[src/logic/tag_pkg.sv]
// Package with register map, field layout and state encodings of the tag task/event block
`default_nettype none
package tag_pkg;
	localparam logic [11:0] OFS_TRIG_ACTIVATE = 12'h000;
	localparam logic [11:0] OFS_TRIG_SHUTDOWN = 12'h004;
	localparam logic [11:0] OFS_TRIG_FIELD_SENSE = 12'h008;
	localparam logic [11:0] OFS_TRIG_TRANSMIT = 12'h00C;
	localparam logic [11:0] OFS_TRIG_RX_ARM = 12'h01C;
	localparam logic [11:0] OFS_TRIG_FORCE_IDLE = 12'h024;
	localparam logic [11:0] OFS_TRIG_FORCE_SLEEP = 12'h028;
	localparam logic [11:0] OFS_EVT_BASE = 12'h100;
	localparam logic [11:0] OFS_EVENT_TASK_LINKS = 12'h200;
	localparam logic [11:0] OFS_IRQ_MASK = 12'h300;
	localparam logic [11:0] OFS_TAG_STATE = 12'h410;

	localparam int NUM_EVT = 15;
	localparam int EVT_IDX_W = 4;
	// Event offsets, in slot order
	localparam logic [11:0] EVT_OFS [NUM_EVT] = '{12'h100, 12'h104, 12'h108, 12'h10C, 12'h110, 12'h114,
		12'h118, 12'h11C, 12'h128, 12'h12C, 12'h130, 12'h138, 12'h148, 12'h14C, 12'h150};
	// Interrupt mask bit used by each event slot
	localparam int EVT_MASK_BIT [NUM_EVT] = '{0, 1, 2, 3, 4, 5, 6, 7, 10, 11, 12, 14, 18, 19, 20};

	localparam int E_READY = 0;
	localparam int E_FIELD_ON = 1;
	localparam int E_FIELD_OFF = 2;
	localparam int E_TX_BEGIN = 3;
	localparam int E_TX_FINISH = 4;
	localparam int E_RX_BEGIN = 5;
	localparam int E_RX_FINISH = 6;
	localparam int E_FAULT = 7;
	localparam int E_RX_FAULT = 8;
	localparam int E_RX_FULL = 9;
	localparam int E_TX_DONE = 10;
	localparam int E_AC_BEGIN = 11;
	localparam int E_AC_FAULT = 12;
	localparam int E_AC_DONE = 13;
	localparam int E_XFER_READY = 14;

	localparam int LINK_FIELD_TO_ACTIVATION = 0;
	localparam int LINK_LOSS_TO_SENSING = 1;
	localparam int LINK_TXEND_TO_RX_ARM = 5;
	localparam logic [31:0] LINKS_WMASK = 32'h0000_0023;
	localparam logic [31:0] IRQ_MASK_WMASK = 32'h001C_5CFF;
	localparam logic [31:0] RESET_ZERO = 32'h0000_0000;
	localparam int TRIG_BIT = 0;

	// One-hot tag states
	typedef enum logic [5:0] {
		TAG_DISABLED = 6'h01,
		TAG_SENSE = 6'h02,
		TAG_ACTIVATED = 6'h04,
		TAG_TRANSMIT = 6'h08,
		TAG_IDLE = 6'h10,
		TAG_SLEEP = 6'h20
	} tag_state_e;

	// Task pulses toward the protocol engine
	typedef struct packed {
		logic activate;
		logic shutdown;
		logic sense;
		logic transmit;
		logic rx_arm;
		logic force_idle;
		logic force_sleep;
	} tag_task_s;

	// APB request as seen by the slave
	typedef struct packed {
		logic sel;
		logic enable;
		logic write;
		logic [11:0] addr;
		logic [31:0] wdata;
	} tag_apb_req_s;
endpackage
`default_nettype wire

[src/logic/tag_regs.sv]
// APB register bank with tasks, events, shortcuts and interrupt enables of the tag peripheral
// Operation
// [RULE_01] Activation trigger write of one moves tag to activated state.
// [RULE_02] Sense trigger write of one enters field-sensing state.
// [RULE_03] Transmit trigger write of one starts a frame, enters transmit state; here the state does not change when the tag is disabled or sensing.
// [RULE_04] Receive-arm trigger write of one arms receive transfer; reads zero.
// [RULE_05] Idle trigger write of one forces idle state.
// [RULE_06] Sleep trigger write of one forces first sleep state.
// [RULE_07] Ready flag set when tag can handle frames; bit 0 holds each flag.
// [RULE_08] Field-detected flag set when reader field appears.
// [RULE_09] Field-lost flag set when reader field disappears.
// [RULE_10] Transmit-frame-start flag set at first symbol of each sent frame.
// [RULE_11] Transmit-frame-end flag set after last on-air symbol.
// [RULE_12] Receive-frame-start flag set after first received symbol.
// [RULE_13] Receive-frame-end flag set after checks, storage and buffer release.
// [RULE_14] Error flag set on any error; cause kept in fault status.
// [RULE_15] Receive-fault flag set on faulty frame; cause kept in frame status.
// [RULE_16] Receive-buffer-full flag set when buffer completely filled.
// [RULE_17] Transmit-done flag set once transmit buffer released.
// [RULE_18] Anticollision start, fault and done each raise own flag.
// [RULE_19] Transfer-started flag set when transfer engine is ready.
// [RULE_20] Shortcut register: bits 0, 1, 5 link events to tasks; reset zero.
// [RULE_21] Interrupt mask holds one bit per event at listed positions; reset zero.
// [RULE_22] Disable trigger switches tag off until activated or sensing again; here idle and sleep triggers also move it out of the off state.
//
// Chosen here: the APB register port.
`default_nettype none
module tag_regs #(
	parameter int ADDR_W = 12
) (
	input wire logic sys_clk_in,
	input wire logic rst_in,
	input wire logic psel_in,
	input wire logic penable_in,
	input wire logic pwrite_in,
	input wire logic [ADDR_W-1:0] paddr_in,
	input wire logic [31:0] pwdata_in,
	input wire logic [3:0] pstrb_in,
	output logic [31:0] prdata_out,
	output logic pready_out,
	output logic pslverr_out,
	input wire logic [tag_pkg::NUM_EVT-1:0] engine_evt_in,
	input wire logic field_present_in,
	output tag_pkg::tag_task_s task_out,
	output logic [5:0] tag_state_out,
	output logic [tag_pkg::NUM_EVT-1:0] evt_irq_enabled_out
);
	tag_pkg::tag_apb_req_s req;
	tag_pkg::tag_state_e state;
	tag_pkg::tag_state_e next_state;
	tag_pkg::tag_task_s next_task;
	logic [31:0] event_task_links;
	logic [31:0] irq_mask;
	logic [tag_pkg::NUM_EVT-1:0] flags;
	logic [tag_pkg::NUM_EVT-1:0] evt_hit;
	logic [tag_pkg::NUM_EVT-1:0] evt_wr_en;
	logic [tag_pkg::NUM_EVT-1:0] evt_wr_val;
	logic [tag_pkg::NUM_EVT-1:0] hw_set;
	logic [tag_pkg::NUM_EVT-1:0] masked_en;
	logic [1:0] field_sync;
	logic field_seen;
	logic field_rise;
	logic field_fall;
	logic setup_phase;
	logic wr_fire;
	logic rd_fire;
	logic wr_one;
	logic hit_task;
	logic hit_evt;
	logic hit_links;
	logic hit_mask;
	logic hit_state;
	logic mapped;
	logic evt_rd_bit;
	logic [31:0] rd_mux;
	logic [31:0] next_links;
	logic [31:0] next_mask;
	logic short_activate;
	logic short_sense;
	logic short_rx_arm;
	logic set_field_on;
	logic set_field_off;
	logic set_ready;
	logic trig_wr;
	logic wr_activate;
	logic wr_shutdown;
	logic wr_sense;
	logic wr_transmit;
	logic wr_rx_arm;
	logic wr_idle;
	logic wr_sleep;

	// Whole-word write with byte strobes merged into the old value
	function automatic logic [31:0] merge_bytes(input logic [31:0] old_val, input logic [31:0] new_val,
		input logic [3:0] strb, input logic [31:0] wmask);
		logic [31:0] res;
		res = old_val;
		for (int i = 0; i < 4; i++) begin
			if (strb[i]) begin
				res[8*i +: 8] = new_val[8*i +: 8];
			end
		end
		return res & wmask;
	endfunction

	// Address compare on the word offset
	function automatic logic addr_is(input logic [ADDR_W-1:0] a, input logic [11:0] ofs);
		return a[11:0] == ofs;
	endfunction

	assign req = '{sel: psel_in, enable: penable_in, write: pwrite_in, addr: paddr_in[11:0], wdata: pwdata_in};

	// Slave answers on the second access cycle so every access takes exactly setup plus two
	assign setup_phase = req.sel && !req.enable;
	assign wr_fire = req.sel && req.enable && pready_out && req.write;
	assign rd_fire = req.sel && req.enable && !pready_out && !req.write;
	assign wr_one = req.wdata[tag_pkg::TRIG_BIT] && pstrb_in[0];

	// Address decode
	assign hit_task = addr_is(paddr_in, tag_pkg::OFS_TRIG_ACTIVATE) || addr_is(paddr_in, tag_pkg::OFS_TRIG_SHUTDOWN)
		|| addr_is(paddr_in, tag_pkg::OFS_TRIG_FIELD_SENSE) || addr_is(paddr_in, tag_pkg::OFS_TRIG_TRANSMIT)
		|| addr_is(paddr_in, tag_pkg::OFS_TRIG_RX_ARM) || addr_is(paddr_in, tag_pkg::OFS_TRIG_FORCE_IDLE)
		|| addr_is(paddr_in, tag_pkg::OFS_TRIG_FORCE_SLEEP);
	assign hit_evt = |evt_hit;
	assign hit_links = addr_is(paddr_in, tag_pkg::OFS_EVENT_TASK_LINKS);
	assign hit_mask = addr_is(paddr_in, tag_pkg::OFS_IRQ_MASK);
	assign hit_state = addr_is(paddr_in, tag_pkg::OFS_TAG_STATE);
	assign mapped = hit_task || hit_evt || hit_links || hit_mask || hit_state;

	// Per-event decode, write strobe and read selection
	always_comb begin
		evt_rd_bit = 1'b0;
		for (int i = 0; i < tag_pkg::NUM_EVT; i++) begin
			evt_hit[i] = addr_is(paddr_in, tag_pkg::EVT_OFS[i]);
			evt_wr_en[i] = evt_hit[i] && wr_fire && pstrb_in[0];
			evt_wr_val[i] = req.wdata[tag_pkg::TRIG_BIT];
			masked_en[i] = irq_mask[tag_pkg::EVT_MASK_BIT[i]];
			if (evt_hit[i]) begin
				evt_rd_bit = flags[i];
			end
		end
	end

	// Read mux: trigger registers read as zero, reserved bits read as zero
	// [RULE_04] triggers read zero
	assign rd_mux = hit_evt ? {31'h0000_0000, evt_rd_bit} :
		hit_links ? event_task_links :
		hit_mask ? irq_mask :
		hit_state ? {26'h000_0000, state} : tag_pkg::RESET_ZERO;

	// Field level passes two flops before use; only the second stage is observed
	always_ff @(posedge sys_clk_in or posedge rst_in) begin
		if (rst_in) begin
			field_sync <= 2'h0;
			field_seen <= 1'b0;
		end else begin
			field_sync <= {field_sync[0], field_present_in};
			field_seen <= field_sync[1];
		end
	end
	// [RULE_08] field appears
	assign field_rise = field_sync[1] && !field_seen;
	// [RULE_09] field disappears
	assign field_fall = !field_sync[1] && field_seen;

	// Field edge sources; kept apart from hw_set so the shortcuts never loop through the state logic
	// [RULE_08] field-detected source
	assign set_field_on = engine_evt_in[tag_pkg::E_FIELD_ON] || field_rise;
	// [RULE_09] field-lost source
	assign set_field_off = engine_evt_in[tag_pkg::E_FIELD_OFF] || field_fall;
	// [RULE_07] ready on entering activated
	assign set_ready = engine_evt_in[tag_pkg::E_READY]
		|| (next_state == tag_pkg::TAG_ACTIVATED && state != tag_pkg::TAG_ACTIVATED);

	// Shortcuts from events to tasks
	// [RULE_20] field-detected to activation
	assign short_activate = event_task_links[tag_pkg::LINK_FIELD_TO_ACTIVATION] && set_field_on;
	// [RULE_20] field-lost to sensing
	assign short_sense = event_task_links[tag_pkg::LINK_LOSS_TO_SENSING] && set_field_off;
	// [RULE_20] frame end to receive arm
	assign short_rx_arm = event_task_links[tag_pkg::LINK_TXEND_TO_RX_ARM] && engine_evt_in[tag_pkg::E_TX_FINISH];

	// Event sources: engine strobes plus the locally detected field edges and the entry into activated
	always_comb begin
		hw_set = engine_evt_in;
		// [RULE_08] field-detected flag
		hw_set[tag_pkg::E_FIELD_ON] = set_field_on;
		// [RULE_09] field-lost flag
		hw_set[tag_pkg::E_FIELD_OFF] = set_field_off;
		// [RULE_07] ready flag
		hw_set[tag_pkg::E_READY] = set_ready;
	end

	// Software trigger strobes; a written zero leaves every task untouched
	assign trig_wr = wr_fire && wr_one;
	assign wr_activate = trig_wr && addr_is(paddr_in, tag_pkg::OFS_TRIG_ACTIVATE);
	assign wr_shutdown = trig_wr && addr_is(paddr_in, tag_pkg::OFS_TRIG_SHUTDOWN);
	assign wr_sense = trig_wr && addr_is(paddr_in, tag_pkg::OFS_TRIG_FIELD_SENSE);
	assign wr_transmit = trig_wr && addr_is(paddr_in, tag_pkg::OFS_TRIG_TRANSMIT);
	assign wr_rx_arm = trig_wr && addr_is(paddr_in, tag_pkg::OFS_TRIG_RX_ARM);
	assign wr_idle = trig_wr && addr_is(paddr_in, tag_pkg::OFS_TRIG_FORCE_IDLE);
	assign wr_sleep = trig_wr && addr_is(paddr_in, tag_pkg::OFS_TRIG_FORCE_SLEEP);

	// Task pulses from software writes or shortcuts
	always_comb begin
		// [RULE_01] activation trigger
		next_task.activate = wr_activate || short_activate;
		// [RULE_22] disable trigger
		next_task.shutdown = wr_shutdown;
		// [RULE_02] sense trigger
		next_task.sense = wr_sense || short_sense;
		// [RULE_03] transmit trigger
		next_task.transmit = wr_transmit;
		// [RULE_04] receive arm trigger
		next_task.rx_arm = wr_rx_arm || short_rx_arm;
		// [RULE_05] idle trigger
		next_task.force_idle = wr_idle;
		// [RULE_06] sleep trigger
		next_task.force_sleep = wr_sleep;
	end

	// State machine; later lines win so disable beats any other same-cycle task
	always_comb begin
		next_state = state;
		unique case (state)
			tag_pkg::TAG_TRANSMIT: begin
				// Frame end returns to activated
				if (engine_evt_in[tag_pkg::E_TX_FINISH]) begin
					next_state = tag_pkg::TAG_ACTIVATED;
				end
			end
			tag_pkg::TAG_DISABLED, tag_pkg::TAG_SENSE, tag_pkg::TAG_ACTIVATED, tag_pkg::TAG_IDLE,
			tag_pkg::TAG_SLEEP: begin
				next_state = state;
			end
			default: begin
				next_state = tag_pkg::TAG_DISABLED;
			end
		endcase
		// [RULE_03] transmit state only from a live tag
		if (next_task.transmit && state != tag_pkg::TAG_DISABLED && state != tag_pkg::TAG_SENSE) begin
			next_state = tag_pkg::TAG_TRANSMIT;
		end
		// [RULE_05] idle state
		if (next_task.force_idle) begin
			next_state = tag_pkg::TAG_IDLE;
		end
		// [RULE_06] first sleep state
		if (next_task.force_sleep) begin
			next_state = tag_pkg::TAG_SLEEP;
		end
		// [RULE_01] activated state
		if (next_task.activate) begin
			next_state = tag_pkg::TAG_ACTIVATED;
		end
		// [RULE_02] sense state
		if (next_task.sense) begin
			next_state = tag_pkg::TAG_SENSE;
		end
		// [RULE_22] switched off
		if (next_task.shutdown) begin
			next_state = tag_pkg::TAG_DISABLED;
		end
	end

	// Shortcut and mask writes keep only the implemented bits
	// [RULE_20] three link bits
	assign next_links = merge_bytes(event_task_links, req.wdata, pstrb_in, tag_pkg::LINKS_WMASK);
	// [RULE_21] mask bit layout
	assign next_mask = merge_bytes(irq_mask, req.wdata, pstrb_in, tag_pkg::IRQ_MASK_WMASK);

	// Configuration registers
	always_ff @(posedge sys_clk_in or posedge rst_in) begin
		if (rst_in) begin
			event_task_links <= tag_pkg::RESET_ZERO;
			irq_mask <= tag_pkg::RESET_ZERO;
		end else if (wr_fire && hit_links) begin
			event_task_links <= next_links;
		end else if (wr_fire && hit_mask) begin
			irq_mask <= next_mask;
		end
	end

	// State and task pulse registers
	always_ff @(posedge sys_clk_in or posedge rst_in) begin
		if (rst_in) begin
			state <= tag_pkg::TAG_DISABLED;
			task_out <= '0;
		end else begin
			state <= next_state;
			task_out <= next_task;
		end
	end

	// APB answer: pready rises one cycle into the access phase, read data registered with it
	always_ff @(posedge sys_clk_in or posedge rst_in) begin
		if (rst_in) begin
			pready_out <= 1'b0;
			pslverr_out <= 1'b0;
			prdata_out <= tag_pkg::RESET_ZERO;
		end else if (req.sel && req.enable && !pready_out) begin
			pready_out <= 1'b1;
			pslverr_out <= !mapped;
			prdata_out <= rd_fire ? rd_mux : tag_pkg::RESET_ZERO;
		end else begin
			pready_out <= 1'b0;
			pslverr_out <= 1'b0;
			prdata_out <= setup_phase ? tag_pkg::RESET_ZERO : prdata_out;
		end
	end

	// Mirrors of state and of which events may interrupt
	always_ff @(posedge sys_clk_in or posedge rst_in) begin
		if (rst_in) begin
			tag_state_out <= tag_pkg::TAG_DISABLED;
			evt_irq_enabled_out <= '0;
		end else begin
			tag_state_out <= next_state;
			evt_irq_enabled_out <= masked_en;
		end
	end

	// Sticky event flags; engine strobes carry rules 10 to 19 timing
	// [RULE_10] transmit start flag
	// [RULE_11] transmit end flag
	// [RULE_12] receive start flag
	// [RULE_13] frame-end only as strobed after buffer release
	// [RULE_14] general fault flag
	// [RULE_15] receive fault flag
	// [RULE_16] buffer full flag
	// [RULE_17] transmit done flag
	// [RULE_18] anticollision flags
	// [RULE_19] transfer ready flag
	tag_event_flags #(
		.WIDTH(tag_pkg::NUM_EVT)
	) u_flags (
		.sys_clk_in(sys_clk_in),
		.rst_in(rst_in),
		.set_in(hw_set),
		.wr_en_in(evt_wr_en),
		.wr_val_in(evt_wr_val),
		.flags_out(flags)
	);
endmodule // tag_regs
`default_nettype wire

[src/logic/tag_event_flags.sv]
// Sticky event flag bank, hardware set wins over software clear
`default_nettype none
module tag_event_flags #(
	parameter int WIDTH = 15
) (
	input wire logic sys_clk_in,
	input wire logic rst_in,
	input wire logic [WIDTH-1:0] set_in,
	input wire logic [WIDTH-1:0] wr_en_in,
	input wire logic [WIDTH-1:0] wr_val_in,
	output logic [WIDTH-1:0] flags_out
);
	logic [WIDTH-1:0] next_flags;

	// Write stores the value; a same-cycle hardware set still wins
	assign next_flags = (flags_out & ~wr_en_in) | (wr_val_in & wr_en_in) | set_in;

	// Flags storage
	always_ff @(posedge sys_clk_in or posedge rst_in) begin
		if (rst_in) begin
			flags_out <= '0;
		end else begin
			flags_out <= next_flags;
		end
	end
endmodule // tag_event_flags
`default_nettype wire

[config.mk]
export PLATFORM = sky130hd
export DESIGN_NAME = tag_regs
export DESIGN_NICKNAME = d
export VERILOG_FILES = /design/src/logic/tag_pkg.sv /design/src/logic/tag_regs.sv /design/src/logic/tag_event_flags.sv
export SDC_FILE = /design/constraint.sdc
export NUM_CORES = 1
export LEC_CHECK = 0
export BUFFER_PORTS_ARGS = -buffer_cell sky130_fd_sc_hd__buf_2
export CAP_MARGIN = 20
export CORE_UTILIZATION = 46
export CTS_BUF_LIST = sky130_fd_sc_hd__clkbuf_16
export CTS_CLUSTER_DIAMETER = 150
export CTS_CLUSTER_SIZE = 28
export DETAILED_ROUTE_END_ITERATION = 6
export PLACE_DENSITY = 0.84
export SLEW_MARGIN = 20
export SYNTH_ARGS = -nofsm -noshare
export SYNTH_HDL_FRONTEND = slang
export SYNTH_HIERARCHICAL = 1
export SYNTH_SLANG_ARGS = --single-unit
[constraint.sdc]
create_clock -name sys_clk_in -period 2.3 [get_ports sys_clk_in]
set_clock_uncertainty 0.15 [all_clocks]
set_input_delay 0.69 -clock sys_clk_in [delete_from_list [all_inputs] [get_ports sys_clk_in]]
set_output_delay 0.69 -clock sys_clk_in [all_outputs]
set_load 0.02 [all_outputs]
==> summary.txt, run 1 <==
Hold path
  • Hold crit path type: reg2reg

Pwr
  • P per Cell Area: 564 nW/um2
  • Max VDD drop: 0.000383 V
  • Total power draw: 3.31 mW
  • Lkg Pwr: 2.83 nW

Timing
  • Pins Over Slew Limit: 0
  • Final critical-path share of the clock period: 1.02
  • Achievable Freq: 425 MHz
  • Minimum clock period after layout: 2.35 ns
  • Setup TNS Final: -0.287 ns
  • Setup ws final: -0.0548 ns
  • Worst-margin pin slew: 0.653 ns
  • RSZ-0062 raised after global routing: true
  • Final Hold Fails: 0
  • Final setup viols: 11
  • Relative slew slack: 0.564
  • Hold Worst Slack: 0.210 ns

Global route
  • GRT overflow: 0
  • Pin count of the biggest net entering global routing: 40
  • Initial antenna violation count: 0
  • GRT Util Overall: 0.273
  • Vias in the first global route: 3722
  • First-pass GRT wire length: 18.4 mm

Drt
  • WL final: 11.7 mm
  • Via Count: 3725
  • Post-route ant nets: 0
  • Initial drt markers: 271
  • DRC viols: 0
  • DR WL/cell: 17.0 um
  • Pre-antenna DRT Iters: 7
  • Vias per std cell: 5.41

Place
  • Placed wire-length estimate: 8.58 mm
  • # placed instances: 669
  • Gpl congestion: 0.911
  • Post-DP Area: 5400 um2
  • Port bufs: 95

Clock network
  • Clock root buffer: clkbuf_16
  • TritonCTS clock tree: built
  • CTS Buffer Depth: 2
  • Clock transition at path regs: 0.07 ns
  • Clock latency on the worst-skew pair: 0.34 ns
  • CTS Buf Count: 9
  • Clk sinks: 81
  • H-tree lvl count: 3

Synthesis
  • Syn_area_per_cell: 10.3 um2
  • Synth Instances: 384
  • Register area share after synthesis: 0.513
  • Top FF cell, synth: dfrtp_1
  • Share of synthesized registers carrying an async set or reset: 1.00
  • Synthesized cell area: 3950 um2
  • Yosys cell types: 62
  • Warnings from Yosys: 6
  • Number of synthesized flops with an enable pin: 0
  • Register bit total from synthesis: 81

Floorplanning
  • # IOs: 131
  • Die Span Y: 94.7 um
  • Die area: 8960 um2
  • FP Rows: 33
  • Core Area: 8260 um2
  • Initial Utilization: 0.478
  • Die W: 94.7 um

Worst setup path
  • Critical path arrival: 2.48 ns
  • CP cell instances: buf_12 -> nand2b_4 -> xnor2_2 -> a32oi_2 -> o311ai_2 -> a2111o_1 -> nor3_4 -> clkbuf_16 -> a22o_1
  • Crit-path slowest cell: a2111o_1
  • Startpoint type of the worst setup path: input port
  • Critical Path Max Stage Delay: 0.46 ns
  • Maximum fanout along the worst path: 5
  • CP Capture Type: flip-flop
  • CP required: 2.42 ns
  • Crit Path Class: in2reg

Run status
  • Failing checks: setup timing
  • Status: complete, but fails checks

Finish
  • Share of cells above drive strength 1: 0.477
  • Post-route cell area: 5860 um2
  • Layout fillers: 597
  • Antenna Diode Count: 0
  • Nets: 647
  • Synth-to-Final Area Change: 48.2%
  • Cell Count, Final, Fillers Out: 688

Run
  • Max cap viols: 0
==> critical path, delay by kind of cell <==
kind            cells  cell delay, ns
compound gates      4            0.96
simple gates        2            0.40
buf+inv             2            0.31
xor+xnor            1            0.12
==> what timing repair did <==
item / CTS / global route
hold endpoints to repair: 0 / 0
endpoints found under the setup margin: 21 / 24
buffers inserted: 3 / 0
hold buffers: 0 / 0
gates cloned: 1 / 0
pin swaps: 12 / 8
resized for setup: 19 / 11
==> metal layers <==
layer / share of wire / vias up / GRT usage / wire length (um)
met5: 0 / - / 0 / 0
li1: - / 1750 / - / -
met1: 0.41 / 1788 / 0.329 / 4850
met2: 0.51 / 158 / 0.482 / 6010
met3: 0.051 / 29 / 0.0539 / 602
met4: 0.021 / 0 / 0.0997 / 250
==> placed cells by master (no fill, tap or decap), drive strengths merged, types with 2 or more instances in the layout <==
cell type and n:
or2 6, nor2b 19, a21oi 9, nand3 12, xor2 2, mux2 17, o2111ai 2, a31oi 3
bufinv 2, nor4b 4, a211o 15, nand2 32, clkbuf 10, and3 2, a311oi 2, and2 2
nor2 40, a22oi 6, mux2i 4, nand2b 5, nor3 19, nand4 2, clkinv 3, conb 17
o31ai 3, dfrtp 80, o21ai 17, nand3b 4, nor4 6, o22ai 2, inv 8, buf 198
a22o 9
==> worst paths after layout <==
check / cells past startpoint / from / endpoint / slack, ns
worst max-delay path: 9 / paddr_in[4] / prdata_out[11] / -0.05
worst min-delay path: 0 / field_sync[0] / field_sync[1] / 0.21
worst max register to register: 7 / tag_state_out[5] / u_flags/flags_out[0] / 0.07
worst min register to register: 0 / field_sync[0] / field_sync[1] / 0.21
max in group asynchronous: 3 / rst_in / evt_irq_enabled_out[13] / 1.13
min in group asynchronous: 2 / rst_in / tag_state_out[4] / 0.29
==> where the power goes <==
group          leakage (nW)  switching, mW  internal, mW
Sequential             1.03        0.00244          1.43
Combinational          1.64          0.183         0.128
Clock                 0.160          0.600         0.962
Total                  2.83          0.786          2.52
==> cell type report <==
| class | count | area (um2) | area share |
|---|---|---|---|
| flip-flops and latches | 81 | 2030 | 0.346 |
| inverters | 7 | 35.0 | 0.00598 |
| clock buffers | 9 | 225 | 0.0385 |
| multi-input cells | 280 | 1970 | 0.337 |
| clock inverters | 7 | 101 | 0.0173 |
| repair buffers | 199 | 1360 | 0.233 |
| well taps | 105 | 131 | 0.0224 |
==> cell usage after synthesis (all sizes together) (3+ instances only) <==
library cell	n	area (um2)
mux2i	4	40.0
nand3b	4	30.0
a211o	15	131
nor3	19	106
nand2b	5	31.3
mux2	17	191
clkbuf	6	22.5
a22oi	6	45.0
a22o	9	78.8
buf	26	173
a31oi	3	18.8
dfrtp	80	2000
o31ai	3	22.5
or2	6	37.5
nor2b	19	119
nor4b	4	47.6
o21ai	17	88.8
nor2	40	160
inv	7	26.3
nand3	12	65.1
nor4	6	43.8
a21oi	9	45.0
nand2	32	120
==> state kept, by name (all words and copies together) (netlist names), 2 cells and up <==
| signal | count |
|---|---|
| event_task_links | 3 |
| evt_irq_enabled_out | 15 |
| field_sync | 2 |
| irq_mask | 15 |
| prdata_out | 15 |
| tag_state_out | 6 |
| task_out | 7 |
| u_flags/flags_out | 15 |
==> kinds of logic after synthesis <==
logic type,count (synthesis),synth area share
buf+inv,39,0.0561
simple gates,159,0.215
compound gates,80,0.149
mux,21,0.0586
flops,81,0.513
other cells,1,0.000949
xor+xnor,3,0.00665
==> through the flow <==
step	setup WS, ns	util
4_1_cts	-0.0418	0.707
6_report	-0.0548	0.709
3_5_place_dp	-0.499	0.653
3_3_place_gp	-0.394	0.653
2_1_floorplan	-0.204	-
5_1_grt	-0.137	0.709
No activity file was read; power rests on OpenSTA's default activity.
==> run 2: changes to the inputs <==
- ABC_AREA: unset -> 1
- PLACE_DENSITY: 0.84 -> 0.83
==> run 2 against run 1 <==
The flow finishes with violations (DRC). Cell count up 12%. Maximum frequency increased by 3.6%. Wire length fell by 5.8%. Global-route usage is 3.0 points lower. Critical endpoint is now prdata_out[0]. Design area down 2.1%. Clock power rose by 11%. Worst setup slack better by 0.082 ns. First-iteration DRC count rose by 2.6%. Critical path depth grew 6. Die area up 6.3%. Non-clock buffer count down 31.
==> summary.txt, run 2 <==
Synthesis
  • Yosys cell types: 43
  • Warnings from Yosys: 6
  • Cell taking the most area after synthesis: dfrtp_1
  • Synth top cells by count: inv_1 (87), dfrtp_1 (80), nand2_1 (75)
  • Area contributors post-synth: dfrtp_1 (48%), inv_1 (7.8%), nand2_1 (6.7%)
  • Syn_area_per_cell: 8.69 um2
  • Register bit total from synthesis: 81
  • Synth Instances: 484
  • Synth Area in Compound Gates: 0.0720
  • Top cell type's share of synthesized area: 0.476
  • Top FF cell, synth: dfrtp_1
  • Synth Area in Simple Gates: 0.291
  • Largest family of logic cells by synthesized area: simple AND/OR/NAND/NOR gates
  • Register area share after synthesis: 0.482
  • Number of synthesized flops with an enable pin: 0
  • Post-synthesis mux area share: 0.0235
  • Post-Synth XOR/XNOR Area: 0
  • Synthesized cell area: 4200 um2
  • Post-Synth Adder-Cell Area: 0
  • Most instantiated library cell after synthesis: inv_1
  • Share of synthesized registers carrying an async set or reset: 1.00

Floorplanning
  • FP Rows: 34
  • # IOs: 131
  • Die Span Y: 97.6 um
  • Initial Utilization: 0.477
  • Core Area: 8810 um2
  • Die W: 97.6 um
  • Die area: 9530 um2

Finish
  • Nets: 727
  • Most frequent cells in the layout: buf_2 (93), inv_1 (87), dfrtp_1 (80)
  • Antenna Diode Count: 0
  • Layout fillers: 663
  • Most common library cell in the layout ignoring fill and taps: buf_2
  • Synth-to-Final Area Change: 36.3%
  • Post-route cell area: 5730 um2
  • Share of cells above drive strength 1: 0.412
  • Cell Count, Final, Fillers Out: 770
  • Post-layout util: 0.651

Pwr
  • Lkg Pwr: 3.02 nW
  • P per Cell Area: 596 nW/um2
  • Total power draw: 3.42 mW
  • Max VDD drop: 0.000317 V

Timing
  • Setup ws final: 0.0274 ns
  • Hold Worst Slack: 0.204 ns
  • Achievable Freq: 440 MHz
  • Setup TNS Final: 0 ns
  • Final critical-path share of the clock period: 0.988
  • RSZ-0062 raised after global routing: true
  • Minimum clock period after layout: 2.27 ns
  • Pins Over Slew Limit: 0
  • Worst-margin pin slew: 0.625 ns
  • Final Hold Fails: 0
  • Final setup viols: 0
  • Relative slew slack: 0.583

Clock network
  • CTS Hold Bufs: 0
  • Clock transition at path regs: 0.06 ns
  • Clock latency on the worst-skew pair: 0.34 ns
  • TritonCTS clock tree: built
  • Clock root buffer: clkbuf_16
  • Clk sinks: 81
  • H-tree lvl count: 3
  • CTS Buffer Depth: 2
  • CTS Buf Count: 9

Global route
  • Vias in the first global route: 3932
  • Initial antenna violation count: 0
  • GRT Util Overall: 0.243
  • GRT overflow: 0
  • First-pass GRT wire length: 18.2 mm
  • Pin count of the biggest net entering global routing: 30

Place
  • # placed instances: 753
  • Port bufs: 95
  • Post-DP Area: 5300 um2
  • Placement Setup Slack: -0.299 ns
  • Placed wire-length estimate: 8.06 mm
  • Gpl congestion: 0.859

Worst setup path
  • CP required: 2.38 ns
  • Crit-path slowest cell: nor3_4
  • End point of the critical path: prdata_out[0]
  • Maximum fanout along the worst path: 3
  • Crit Path Class: in2reg
  • Critical Path Max Stage Delay: 0.24 ns
  • Critical path arrival: 2.35 ns
  • Startpoint type of the worst setup path: input port
  • CP most frequent cell: nand2_1
  • FF-to-FF Start: tag_state_out[0]
  • CP cell instances: buf_8 -> nor2_4 -> inv_2 -> buf_6 -> nor3_4 -> nand2_2 -> or2_0 -> nand2_1 -> nand4_1 -> nor2_1 -> nand4_1 -> nand2_1 -> nand3_2 -> nand3_2 -> nand2_1
  • CP Capture Type: flip-flop
  • Reg2reg path depth: 12
  • Worst setup path start: paddr_in[7]
  • FF-to-FF End: u_flags/flags_out[0]
  • R2R setup slack: 0.19 ns

Drt
  • Pre-antenna DRT Iters: 7
  • WL final: 11.0 mm
  • Initial drt markers: 278
  • Post-route ant nets: 0
  • Vias per std cell: 5.04
  • DRC viols: 25
  • Via Count: 3882
  • DR WL/cell: 14.3 um

Run
  • Max cap viols: 0

Run status
  • Failing checks: DRC
  • Status: complete, but fails checks

Hold path
  • Hold crit path type: reg2reg
run 2: logic make-up (layout without fill, tap and decap cells):
family | after synthesis | count (layout)
mux | 9 | 9
flops | 81 | 81
compound gates | 47 | 47
buf+inv | 125 | 287
other cells | 1 | 17
simple gates | 221 | 221
run 2: critical path, delay by kind of cell:
family / cells / cell delay, ns
and+or+nand+nor: 12 / 1.37
buffers and inverters: 3 / 0.29
run 2: how the worst min path moves through the flow:
stage          slack, ns  cells past startpoint       endpoint          start
2_1_floorplan       0.18                      0  field_sync[1]  field_sync[0]
5_1_grt             0.23                      0  field_sync[1]  field_sync[0]
6_report            0.20                      0  field_sync[1]  field_sync[0]
3_5_place_dp        0.19                      0  field_sync[1]  field_sync[0]
3_3_place_gp        0.19                      0  field_sync[1]  field_sync[0]
4_1_cts             0.21                      0  field_sync[1]  field_sync[0]
run 2: per-layer routing:
layer / wire length (um) / track usage
met3: 693 / 0.0504
met2: 5780 / 0.438
met4: 211 / 0.0816
met1: 4350 / 0.286
met5: 0 / 0
run 2: timing repair:
item,in CTS,in global routing
gates resized for setup,0,14
setup buffers,0,2
endpoints found under the setup margin,0,8
run 2: final cells by class:
class                           instances  area [um2]  area share
Tap cell                              108         135      0.0236
Clock buffer                            9         225      0.0393
Clock inverter                          6         133      0.0231
Inverter                              104         397      0.0692
Timing Repair Buffer                  168        1080       0.189
Sequential cell                        81        2030       0.354
Multi-Input combinational cell        294        1730       0.302
run 2: report_power, final:
| group | switching (mW) | internal, mW | total (mW) |
|---|---|---|---|
| Combinational | 0.160 | 0.0882 | 0.248 |
| Sequential | 0.00335 | 1.43 | 1.43 |
| Clock | 0.573 | 1.16 | 1.73 |
==> run 3: changes to the inputs <==
- CORE_MARGIN: unset -> 4
- CORE_UTILIZATION: 46 -> 51
- PLACE_DENSITY: 0.83 -> 0.87
- clock period: 2.3 -> 2.4 ns (I/O delays scaled with it)
==> run 3 against run 2 <==
Non-clock buffer count decreased by 8. The run now ends clean. Cell count down 1.7%. Design area fell by 3.5%. Worst setup slack better by 0.13 ns. Die area is 2.5% higher. Core utilization increased by 5.1 points. Power shrank 14%. Sequential power shrank 4%.
==> summary.txt, run 3 (same netlist as run 2, synthesis figures left out) <==
Finish
  • Synth-to-Final Area Change: 31.6%
  • Cell Count, Final, Fillers Out: 757
  • Layout fillers: 594
  • Antenna Diode Count: 0
  • Share of cells above drive strength 1: 0.397
  • Post-route cell area: 5530 um2
  • Most common library cell in the layout ignoring fill and taps: buf_2
  • Most frequent cells in the layout: buf_2 (95), inv_1 (87), dfrtp_1 (80)
  • Nets: 719

Clock network
  • CTS Buf Count: 9
  • CTS Buffer Depth: 2
  • H-tree lvl count: 3
  • Clock latency on the worst-skew pair: 0.34 ns
  • TritonCTS clock tree: built
  • Clk sinks: 81
  • Clock root buffer: clkbuf_16
  • Setup Buffers After CTS: 0
  • Clock transition at path regs: 0.06 ns

Pwr
  • Int Pwr: 2.25 mW
  • Clock share of power: 0.459
  • Flop pwr share: 0.467
  • Max VDD drop: 0.000364 V
  • Combinational Power Share: 0.075
  • Lkg Pwr: 2.93 nW
  • P per Cell Area: 533 nW/um2
  • Switching Share: 0.236
  • Switching pwr: 0.695 mW

Drt
  • Initial drt markers: 161
  • Post-route ant nets: 0
  • Vias per std cell: 4.95
  • Pre-antenna DRT Iters: 4
  • WL final: 10.5 mm
  • DRC viols: 0
  • DR WL/cell: 13.9 um
  • Via Count: 3745

Place
  • # placed instances: 741
  • Placement Setup Slack: -0.172 ns
  • Post-DP Area: 5230 um2
  • Port bufs: 95
  • Placed wire-length estimate: 8.26 mm
  • Gpl congestion: 0.864

Worst setup path
  • CP Capture Type: flip-flop
  • Critical path arrival: 2.31 ns
  • CP required: 2.47 ns
  • Delay-heaviest family, CP: simple AND/OR/NAND/NOR gates
  • Crit path buf inv count: 7
  • CP cell instances: buf_2 -> nor2_4 -> inv_2 -> nor3_2 -> inv_4 -> nor2_2 -> inv_2 -> nor2_2 -> nand2_1 -> inv_2 -> nor2_2 -> inv_2 -> a21oi_1 -> o21ai_0 -> nand2_1 -> nand2_1 -> o21bai_1 -> inv_1 -> nand3_2
  • Maximum fanout along the worst path: 2
  • Crit Path Class: in2reg
  • Startpoint type of the worst setup path: input port
  • Crit-path slowest cell: nor3_2
  • Critical Path Max Stage Delay: 0.21 ns
  • CP most frequent cell: inv_2

Timing
  • Final critical-path share of the clock period: 0.933
  • Pins Over Slew Limit: 0
  • Final Hold Fails: 0
  • RSZ-0062 raised after global routing: true
  • Final setup viols: 0
  • Achievable Freq: 447 MHz
  • Minimum clock period after layout: 2.24 ns
  • Relative slew slack: 0.602
  • Setup ws final: 0.161 ns
  • Worst-margin pin slew: 0.597 ns

Floorplanning
  • Die Span Y: 98.8 um
  • Die area: 9760 um2
  • # IOs: 131
  • FP Rows: 32
  • Initial Utilization: 0.533
  • Die W: 98.8 um
  • Core Area: 7890 um2

Global route
  • GRT overflow: 0
  • GRT Util Overall: 0.220
  • Initial antenna violation count: 0
  • Vias in the first global route: 3769
  • First-pass GRT wire length: 17.4 mm
  • Pin count of the biggest net entering global routing: 67

Run status
  • Status: complete, no violations

Hold path
  • Hold crit path type: reg2reg

Run
  • Max cap viols: 0
==> run 3: final cells by class <==
cell class                 instances  area [um2]  area share
inverter                         104         397      0.0717
tap                              102         128      0.0231
timing repair buffer             160         988       0.179
clock inverter                     7        70.1      0.0127
multi-input combinational        294        1700       0.306
sequential                        81        2030       0.367
clock buffer                       9         225      0.0407
==> run 3: per-stage QoR <==
| stage | util | power [mW] | hold WS (ns) | setup TNS [ns] |
|---|---|---|---|---|
| 2_1_floorplan | - | 1.53 | 0.181 | 0 |
| 3_3_place_gp | 0.663 | 1.61 | 0.182 | -0.373 |
| 3_5_place_dp | 0.663 | 1.62 | 0.186 | -0.953 |
| 4_1_cts | 0.701 | 2.97 | 0.200 | 0 |
| 5_1_grt | 0.701 | 3.06 | 0.210 | -0.00141 |
| 6_report | 0.701 | 2.95 | 0.196 | 0 |
==> run 3: power by group through the flow <==
stage	clock (mW)	sequential [mW]	combinational, mW
finish	1.35	1.37	0.220
global route	1.44	1.37	0.244
CTS	1.38	1.37	0.221
detailed placement	0	1.40	0.220
global placement	0	1.40	0.213
floorplan	0	1.40	0.127
==> run 3: path summary, 6_finish.rpt <==
path,depth (start not counted),from,end,slack (ns)
worst max-delay path,19,paddr_in[11],u_flags/flags_out[0],0.16
worst min-delay path,0,field_sync[0],field_sync[1],0.20
worst max register to register,10,tag_state_out[0],tag_state_out[0],0.24
worst min register to register,0,field_sync[0],field_sync[1],0.20
max in group asynchronous,2,rst_in,u_flags/flags_out[1],1.39
min in group asynchronous,3,rst_in,irq_mask[19],0.32
==> run 3: worst register-to-register path, stage by stage (launching register included) <==
cell     delay, ns
dfstp_2       0.56
inv_1         0.08
nor4_1        0.38
inv_1         0.08
nand2_1       0.10
inv_1         0.07
nand3_1       0.12
inv_1         0.08
nor2_1        0.15
nand2_1       0.07
o31ai_1       0.24
==> run 3: timing repair <==
item	4_1_cts	5_1_grt
hold buffers	0	0
gates resized for setup	0	1
endpoints found under the setup margin	0	1
==> run 3: per-layer routing <==
layer / up-vias / share of wire / global-route usage
met5: - / 0 / 0
li1: 1839 / - / -
met4: 0 / 0.018 / 0.0546
met1: 1760 / 0.41 / 0.275
met2: 126 / 0.51 / 0.388
met3: 20 / 0.059 / 0.0467
